[src/shared/cfp_params.svh]
`ifndef CFP_PARAMS_SVH
`define CFP_PARAMS_SVH
`define CFP_ADDR_REC_N 8'h0B
`define CFP_ADDR_REC_SEL_M 8'h0C
`define CFP_ADDR_PROG_N 8'h0D
`define CFP_ADDR_PROG_EN_M 8'h0E
`define CFP_ADDR_VENDOR 8'h0F
`define CFP_REC_SEL_BIT 7
`define CFP_PROG_EN_BIT 7
`define CFP_RST_ZERO 8'h00
`define CFP_RST_VENDOR 8'h03
`define CFP_MASK_FULL 8'hFF
`define CFP_MASK_VENDOR 8'h03
`endif

[src/shared/cfp_pkg.sv]
package cfp_pkg;
    typedef enum logic [2:0] {
        CFP_SRC_STRAP,
        CFP_SRC_SOFT,
        CFP_SRC_PROG,
        CFP_SRC_REC_STRAP,
        CFP_SRC_REC_PROG
    } cfp_src_t;
    typedef logic [7:0] cfp_byte_t;
    typedef logic [6:0] cfp_m_t;
    typedef logic [4:0] cfp_sel_t;
endpackage : cfp_pkg

[src/rtl/cfp_byte_reg.sv]
`timescale 1ns/1ps
module cfp_byte_reg #(
    parameter logic [7:0] RST_VAL = 8'h00,
    parameter logic [7:0] WR_MASK = 8'hFF
) (
    // Clock and reset
    input wire logic mclk,
    input wire logic nrst,
    // Write side
    input wire logic we,
    input wire cfp_pkg::cfp_byte_t wdata,
    // Stored value
    output cfp_pkg::cfp_byte_t q
);
    cfp_pkg::cfp_byte_t q_reg;

    always_ff @(posedge mclk or negedge nrst) begin
        if (!nrst) begin
            q_reg <= RST_VAL;
        end else if (we) begin
            q_reg <= (wdata & WR_MASK) | (RST_VAL & ~WR_MASK);
        end
    end

    assign q = q_reg;
endmodule : cfp_byte_reg

[src/rtl/cfp_freq_ctrl.sv]
`timescale 1ns/1ps
`include "cfp_params.svh"
module cfp_freq_ctrl (
    // Clock and reset
    input wire logic mclk,
    input wire logic nrst,
    // Byte register port
    input wire logic wr_en,
    input wire logic rd_en,
    input wire cfp_pkg::cfp_byte_t addr,
    input wire cfp_pkg::cfp_byte_t wdata,
    output cfp_pkg::cfp_byte_t rdata,
    // Frequency select inputs
    input wire cfp_pkg::cfp_sel_t strap_select_inputs,
    input wire logic strap_override,
    input wire cfp_pkg::cfp_sel_t soft_select,
    // Watchdog
    input wire logic watchdog_enable,
    input wire logic watchdog_timeout,
    // Synthesizer controls
    output cfp_pkg::cfp_byte_t cpu_n_out,
    output cfp_pkg::cfp_m_t cpu_m_out,
    output logic use_nm_terms,
    output cfp_pkg::cfp_sel_t ratio_select,
    output logic freq_load,
    output logic system_reset_req,
    output logic recovery_mode
);
    cfp_pkg::cfp_byte_t rec_n_q;
    cfp_pkg::cfp_byte_t rec_sel_m_q;
    cfp_pkg::cfp_byte_t prog_n_q;
    cfp_pkg::cfp_byte_t prog_en_m_q;
    cfp_pkg::cfp_byte_t vendor_q;
    logic we_rec_n;
    logic we_rec_sel_m;
    logic we_prog_n;
    logic we_prog_en_m;
    logic we_vendor;
    logic timeout_evt;
    logic m_load_evt;
    logic strap_taken_reg;
    cfp_pkg::cfp_sel_t strap_latched_reg;
    logic recovery_mode_reg;
    cfp_pkg::cfp_byte_t active_n_reg;
    cfp_pkg::cfp_m_t active_m_reg;
    logic freq_load_reg;
    logic system_reset_reg;
    cfp_pkg::cfp_byte_t rdata_reg;
    cfp_pkg::cfp_byte_t rdata_next;
    cfp_pkg::cfp_src_t src_next;
    cfp_pkg::cfp_byte_t cpu_n_reg;
    cfp_pkg::cfp_m_t cpu_m_reg;
    logic use_nm_reg;
    cfp_pkg::cfp_sel_t ratio_reg;
    cfp_pkg::cfp_sel_t ratio_next;

    // Programmed N/M bytes are frozen while locked in recovery; recovery bytes stay writable
    assign we_rec_n = wr_en && addr == `CFP_ADDR_REC_N;
    assign we_rec_sel_m = wr_en && addr == `CFP_ADDR_REC_SEL_M;
    assign we_prog_n = wr_en && addr == `CFP_ADDR_PROG_N
        && !recovery_mode_reg;
    assign we_prog_en_m = wr_en && addr == `CFP_ADDR_PROG_EN_M
        && !recovery_mode_reg;
    assign we_vendor = wr_en && addr == `CFP_ADDR_VENDOR;
    assign timeout_evt = watchdog_timeout && watchdog_enable
        && !recovery_mode_reg;
    assign m_load_evt = we_prog_en_m;

    cfp_byte_reg #(.RST_VAL(`CFP_RST_ZERO), .WR_MASK(`CFP_MASK_FULL))
        u_rec_n (.mclk(mclk), .nrst(nrst), .we(we_rec_n), .wdata(wdata),
        .q(rec_n_q));
    cfp_byte_reg #(.RST_VAL(`CFP_RST_ZERO), .WR_MASK(`CFP_MASK_FULL))
        u_rec_sel_m (.mclk(mclk), .nrst(nrst), .we(we_rec_sel_m),
        .wdata(wdata), .q(rec_sel_m_q));
    cfp_byte_reg #(.RST_VAL(`CFP_RST_ZERO), .WR_MASK(`CFP_MASK_FULL))
        u_prog_n (.mclk(mclk), .nrst(nrst), .we(we_prog_n), .wdata(wdata),
        .q(prog_n_q));
    cfp_byte_reg #(.RST_VAL(`CFP_RST_ZERO), .WR_MASK(`CFP_MASK_FULL))
        u_prog_en_m (.mclk(mclk), .nrst(nrst), .we(we_prog_en_m),
        .wdata(wdata), .q(prog_en_m_q));
    cfp_byte_reg #(.RST_VAL(`CFP_RST_VENDOR), .WR_MASK(`CFP_MASK_VENDOR))
        u_vendor (.mclk(mclk), .nrst(nrst), .we(we_vendor), .wdata(wdata),
        .q(vendor_q));

    // Straps caught on the first edge after reset release
    always_ff @(posedge mclk or negedge nrst) begin
        if (!nrst) begin
            strap_taken_reg <= 1'b0;
            strap_latched_reg <= 5'h00;
        end else if (!strap_taken_reg) begin
            strap_taken_reg <= 1'b1;
            strap_latched_reg <= strap_select_inputs;
        end
    end

    // Recovery lock, held until software drops the watchdog enable
    always_ff @(posedge mclk or negedge nrst) begin
        if (!nrst) begin
            recovery_mode_reg <= 1'b0;
        end else if (timeout_evt) begin
            recovery_mode_reg <= 1'b1;
        end else if (!watchdog_enable) begin
            recovery_mode_reg <= 1'b0;
        end
    end

    always_ff @(posedge mclk or negedge nrst) begin
        if (!nrst) begin
            system_reset_reg <= 1'b0;
            freq_load_reg <= 1'b0;
        end else begin
            system_reset_reg <= timeout_evt;
            freq_load_reg <= timeout_evt || m_load_evt;
        end
    end

    // N/M terms take effect only when a load starts
    always_ff @(posedge mclk or negedge nrst) begin
        if (!nrst) begin
            active_n_reg <= 8'h00;
            active_m_reg <= 7'h00;
        end else if (timeout_evt) begin
            active_n_reg <= rec_n_q;
            active_m_reg <= rec_sel_m_q[6:0];
        end else if (m_load_evt) begin
            active_n_reg <= prog_n_q;
            active_m_reg <= wdata[6:0];
        end
    end

    always_comb begin
        if (recovery_mode_reg) begin
            if (rec_sel_m_q[`CFP_REC_SEL_BIT]) begin
                src_next = cfp_pkg::CFP_SRC_REC_PROG;
            end else begin
                src_next = cfp_pkg::CFP_SRC_REC_STRAP;
            end
        end else if (prog_en_m_q[`CFP_PROG_EN_BIT]) begin
            src_next = cfp_pkg::CFP_SRC_PROG;
        end else if (strap_override) begin
            src_next = cfp_pkg::CFP_SRC_SOFT;
        end else begin
            src_next = cfp_pkg::CFP_SRC_STRAP;
        end
    end

    always_comb begin
        if (src_next == cfp_pkg::CFP_SRC_REC_STRAP || !strap_override) begin
            ratio_next = strap_latched_reg;
        end else begin
            ratio_next = soft_select;
        end
    end

    always_ff @(posedge mclk or negedge nrst) begin
        if (!nrst) begin
            cpu_n_reg <= 8'h00;
            cpu_m_reg <= 7'h00;
            use_nm_reg <= 1'b0;
            ratio_reg <= 5'h00;
        end else begin
            ratio_reg <= ratio_next;
            case (src_next)
                cfp_pkg::CFP_SRC_PROG, cfp_pkg::CFP_SRC_REC_PROG: begin
                    cpu_n_reg <= active_n_reg;
                    cpu_m_reg <= active_m_reg;
                    use_nm_reg <= 1'b1;
                end
                cfp_pkg::CFP_SRC_STRAP, cfp_pkg::CFP_SRC_SOFT,
                cfp_pkg::CFP_SRC_REC_STRAP: begin
                    cpu_n_reg <= 8'h00;
                    cpu_m_reg <= 7'h00;
                    use_nm_reg <= 1'b0;
                end
                default: begin
                    cpu_n_reg <= 8'h00;
                    cpu_m_reg <= 7'h00;
                    use_nm_reg <= 1'b0;
                end
            endcase
        end
    end

    // Read mux, unmapped addresses read zero
    always_comb begin
        case (addr)
            `CFP_ADDR_REC_N: rdata_next = rec_n_q;
            `CFP_ADDR_REC_SEL_M: rdata_next = rec_sel_m_q;
            `CFP_ADDR_PROG_N: rdata_next = prog_n_q;
            `CFP_ADDR_PROG_EN_M: rdata_next = prog_en_m_q;
            `CFP_ADDR_VENDOR: rdata_next = vendor_q;
            default: rdata_next = 8'h00;
        endcase
    end

    always_ff @(posedge mclk or negedge nrst) begin
        if (!nrst) begin
            rdata_reg <= 8'h00;
        end else if (rd_en) begin
            rdata_reg <= rdata_next;
        end
    end

    assign rdata = rdata_reg;
    assign cpu_n_out = cpu_n_reg;
    assign cpu_m_out = cpu_m_reg;
    assign use_nm_terms = use_nm_reg;
    assign ratio_select = ratio_reg;
    assign freq_load = freq_load_reg;
    assign system_reset_req = system_reset_reg;
    assign recovery_mode = recovery_mode_reg;
endmodule : cfp_freq_ctrl

[config.mk]
export PLATFORM = sky130hd
export DESIGN_NAME = cfp_freq_ctrl
export DESIGN_NICKNAME = d
export VERILOG_FILES = /design/src/shared/cfp_pkg.sv /design/src/rtl/cfp_byte_reg.sv /design/src/rtl/cfp_freq_ctrl.sv
export VERILOG_INCLUDE_DIRS = /design/src /design/src/shared
export SDC_FILE = /design/constraint.sdc
export NUM_CORES = 1
export LEC_CHECK = 0
export ABC_AREA = 1
export BUFFER_PORTS_ARGS = -buffer_cell sky130_fd_sc_hd__buf_4
export CORE_ASPECT_RATIO = 1.1
export CORE_MARGIN = 1
export CORE_UTILIZATION = 50
export CTS_CLUSTER_DIAMETER = 100
export DETAILED_ROUTE_END_ITERATION = 12
export HOLD_SLACK_MARGIN = 0.02
export PLACE_DENSITY = 0.73
export SYNTH_ARGS = -nofsm -noshare
export SYNTH_HDL_FRONTEND = slang
export SYNTH_SLANG_ARGS = --single-unit
export TNS_END_PERCENT = 100
[constraint.sdc]
create_clock -name mclk -period 1.95 [get_ports mclk]
set_clock_uncertainty 0.1 [all_clocks]
set_input_delay 0.0975 -clock mclk [delete_from_list [all_inputs] [get_ports mclk]]
set_output_delay 0.0975 -clock mclk [all_outputs]
set_load 0.005 [all_outputs]
==> Word-level counts from Yosys, hierarchy flattened <==
Index checks and enable logic that the tools add are counted.
{ "totals": {"inputBits": 33, "mem_bits_ro": 0, "out_inout_bits": 32, "word_cells": 56, "ff_bits": 87, "mem_count": 0, "ramBits": 0, "latchBits": 0} }
{ "classes": {"n_eq_ne": 9, "order_cmp": 0, "reduce_logical": 15, "n_div": 0, "n_mul": 0, "shift": 0, "bitwise_logic": 0, "mux": 15, "add_sub_neg": 0} }
{ "ops": {"columns": ["op", "n"], "rows": [
  ["$eq A8 B4 Y1 const B", 5],
  ["$pmux W8 S5", 1],
  ["$mux W8", 3],
  ["$mux W7", 3],
  ["$logic_and A1 B1 Y1", 9],
  ["$eq A3 B2 Y1 const B", 2],
  ["$mux W3", 2],
  ["$mux W5", 1],
  ["$mux W1", 4],
  ["$eq A3 B3 Y1 const B", 1],
  ["$logic_not A1 Y1", 2],
  ["$logic_or A1 B1 Y1", 2],
  ["$mux W2", 1],
  ["$ne A2 B1 Y1 const B", 1],
  ["$reduce_bool A2 Y1", 1],
  ["$reduce_or A2 Y1", 1]
]} }

==> Depth between registers and ports, before layout <==
{ "depth": {"ltp_word": 6, "depth_mapped": 11, "mapped_depth_nobuf": 9} }

==> Hierarchy <==
From an unflattened synthesis, not the netlist that was laid out.
{ "unflattened": {"hier_cells": 453, "hier_area_um2": 4045.1} }
{ "modules_own_cells": {"columns": ["module", "area_per_inst_um2", "instances", "seq_area_each_um2", "cells_per_inst"], "rows": [
  ["cfp_freq_ctrl", 2696.3, 1, 1326.3, 301],
  ["cfp_byte_reg (u_prog_en_m ...)", 305.3, 4, 200.2, 34],
  ["cfp_byte_reg (u_vendor)", 127.6, 1, 52.6, 16]
]} }

==> Worst setup path before layout <==
Ideal clock, no wire load.
{ "synth_path": {"kind": "input to register", "startpoint": "in addr[4]", "endpoint": "reg active_n_reg[0]", "path_buffers": 2, "setup_ns": 0.126, "setup_slack_ns": 0.759, "path_stages": 8, "t_arrival_ns": 0.965, "path_cell_list": "inv_1 -> nand2_1 -> nor2_4 -> buf_6 -> nand4_4 -> nand2_4 -> buf_6 -> o21ai_0"} }
{ "synth_via": {"elab_chain_cells": 4} }
{ "synth_rtl": {"columns": ["element", "line_no", "rtl"], "rows": [
  ["from (decl)", "cfp_freq_ctrl.sv:10", "input wire cfp_pkg::cfp_byte_t addr,"],
  ["$eq A8 B4 Y1", null, null],
  ["$logic_and A1 B1 Y1 (no source line)", null, null],
  ["$logic_and A1 B1 Y1", "cfp_freq_ctrl.sv:62", "assign we_prog_en_m = wr_en && addr == `CFP_ADDR_PROG_EN_M"],
  ["$reduce_bool A2 Y1 (no source line)", null, null],
  ["to (signal assigned)", "cfp_freq_ctrl.sv:123", "active_n_reg <= rec_n_q;"],
  ["to (signal assigned)", "cfp_freq_ctrl.sv:126", "active_n_reg <= prog_n_q;"],
  ["to (decl)", "cfp_freq_ctrl.sv:44", "cfp_pkg::cfp_byte_t active_n_reg;"]
]} }
No other way between the ends.
A chain may end at the register's enable or synchronous reset.

==> flow_summary_export.csv <==
group,metric,value,unit
yosys,synth_top_family_by_area,"simple AND/OR/NAND/NOR gates",
yosys,synthAdderAreaFrac,0,
global_route,grt_overflow_total,0,
critical_path,worstReg2RegStart,"recovery_mode",
floorplan,core_area,7130,sq um
sta,whs,0.0113,ns
critical_path,r2r-end,"ratio_select[3]",
min_path,hold_path_class,"input port to flop",
yosys,syn_avg_cell_area,9.42,sq um
clocking,insertion_delay,0.36,ns
cells_and_area,layout_common_cells,"nand2_1 (99), dfrtp_1 (85), buf_4 (77), nand3_1 (47), inv_1 (42)",
sta,finalMaxSlewViolations,0,
yosys,synthMuxAreaShare,0.0300,
clocking,ctsRootBufferMaster,"clkbuf_8",
pwr,pwr_density_cell,802,nW/um^2
critical_path,reg2reg_slack,0.05,ns
sta,hold_violations,0,
sta,rsz0062_at_grt,"false",
min_path,hold_path_depth,3,
cells_and_area,drive_above_1_share,0.247,
critical_path,cp_num_buf_inv,2,
critical_path,critPathMaxFanout,5,
floorplan,fp.dieH,92.8,microns
sta,worstMarginPinSlew,0.579,ns
yosys,synth_simple_gate_area_frac,0.234,
pwr,leakagePower,2.44,nW
cells_and_area,finalNetCount,530,
clocking,clk_pin_slew,0.09,ns
clocking,clock_sinks,87,
yosys,syn_inst,398,
floorplan,die_area,7850,sq um
floorplan,rows,32,
global_route,grt_max_degree,47,
critical_path,r2r_cells,5,
floorplan,io_pins,65,
drt,first_iter_violations,202,
cells_and_area,area_growth,27.8,%
global_route,grt_pass1_vias,3028,
yosys,yosysTopAreaCellShare,0.567,
pwr,vdd_ir_drop_max,377,uV
cells_and_area,diodes,0,
sta,setup_violations,0,
drt,drt_first_pass_iters,8,
drt,wl_per_cell,15.1,microns
run_status,outcome,"complete, but fails checks",
yosys,ys_types,26,
flow_run,maxCapViolations,0,
critical_path,timing.critical_path.from,"recovery_mode",
sta,setup_ws,0.0548,ns
critical_path,crit_cells,5,
place,hpwl,6110,microns
global_route,grt_use_met2,0.423,
sta,period_share,0.972,
critical_path,crit_end,"ratio_select[3]",
global_route,gr-usage-met3,0.0365,
critical_path,critPathLaunchType,"flop",
sta,tns,0,ns
pwr,power,3.84,mW
sta,period_needed,1.90,ns
yosys,syn-num-nets,431,
place,place_congestion,0.855,
floorplan,start_util,0.526,
yosys,synth_compound_area_frac,0.0868,
sta,fmaxAchievable,528,MHz
critical_path,crit_chain,"inv_2, or2_4, nand2_4, mux2_2, dlygate4sd3_1",
critical_path,worstSetupEndpointType,"flop",
critical_path,path_class,"flop to flop",
global_route,met1_usage,0.306,
sta,maxSlewHeadroom,0.614,
clocking,h-tree-depth,3,
critical_path,critPathSlowestCell,"dlygate4sd3_1",
cells_and_area,nFillCells,575,
clocking,cts_tree,"yes",
drt,ant_nets,0,
global_route,track_usage,0.243,
critical_path,worstPathRequired,2.10,ns
global_route,grt_pass1_wl,14400,microns
floorplan,die_w,84.6,microns
critical_path,path_delay_family,"buffers and inverters",
cells_and_area,final_common_cell,"nand2_1",
place,place_ws,0.346,ns
drt,drt-vias-per-instance,5.20,
yosys,synth_seq_area_share,0.581,
yosys,synth.largest_area_cell,"dfrtp_1",
drt,finalWirelength,8880,microns
min_path,min_from,"strap_override",
yosys,yosys_register_bits,87,
clocking,cts_buffer_depth,2,
global_route,globalRoute.busiestLayer,"met2",
clocking,cts_buffers,9,
place,port_buffers,64,
drt,vias,3054,
cells_and_area,final_core_util,0.672,
global_route,antenna_found_initial,0,
run_status,failed_checks,"design-rule violations",
yosys,syn-cell-area,3750,sq um
yosys,ys.warnings.count,0,
critical_path,arrival,2.05,ns
yosys,yosys-top-cells-area,"dfrtp_1 (57%), nand2_1 (9.9%), nand3_1 (6.3%)",
drt,drc,5,
yosys,synthXorXnorAreaFrac,0,
critical_path,max_stage_delay,0.56,ns
## cells by family after synthesis
group / Yosys count
AOI/OAI and AO/OA: 57
muxes: 10
buffers and inverters: 56
other: 1
DFF: 87
and+or+nand+nor: 187
## where the power goes
group	total, mW	switching, mW	leakage (nW)	internal [mW]
clock network	1.38	0.659	0.105	0.723
registers	1.99	0.0614	1.13	1.93
logic	0.472	0.250	1.20	0.222
total	3.84	0.970	2.44	2.87
## repair_timing
item	4_1_cts	5_1_grt
resized for setup	0	1
endpoints found under the setup margin	0	3
hold endpoints to repair	95	0
hold buffers	24	0
setup buffers	0	3
## routing by layer
layer  up-vias  wire length (microns)
met5         -                      0
li1       1465                      -
met2        96                   4600
met1      1479                   3720
met3        14                    402
met4         0                    159
## worst min path at each step
stage,to
after floorplan,active_m_reg[0]
after global placement,cpu_n_out[1]
after detailed placement,cpu_n_out[1]
after CTS,ratio_select[1]
after global routing,ratio_select[2]
final,ratio_select[2]
## metrics by stage
stage	area, sq um	std cells
6_report	4790	587
5_1_grt	4790	587
4_1_cts	4790	586
3_5_place_dp	4330	546
3_3_place_gp	4330	546
2_1_floorplan	3750	398
## Yosys cell counts
cell type and n:
clkinv_1 1, nor2_2 1, or2_4 1, dfstp_2 2
dfrtp_1 85, nand3_1 47, nand2_2 1, buf_4 4
nand2_4 3, nor2_4 4, o21a_1 10, nand4_4 1
nor2_8 1, o21ai_0 38, nor2_1 26, nand2_1 99
nand3_2 3, buf_2 4, o21ai_1 7, mux2_2 10
inv_2 1, o21ai_4 1, buf_6 3, conb_1 1
inv_1 43, o21ai_2 1
## final cells by class
type                            count  area (sq um)  share of cell area
Inverter                           45           169              0.0352
Tap cell                           85           106              0.0222
Sequential cell                    87          2180               0.455
Clock buffer                        9           124              0.0258
Clock inverter                      7          97.6              0.0204
Multi-Input combinational cell    255          1320               0.275
Timing Repair Buffer               99           798               0.167
## worst reg2reg max path, stage by stage (launching register included)
cell	delay, ns
dfrtp_1	0.38
inv_2	0.07
or2_4	0.26
nand2_4	0.10
mux2_2	0.33
dlygate4sd3_1	0.56
(Power assumes the default switching activity.)
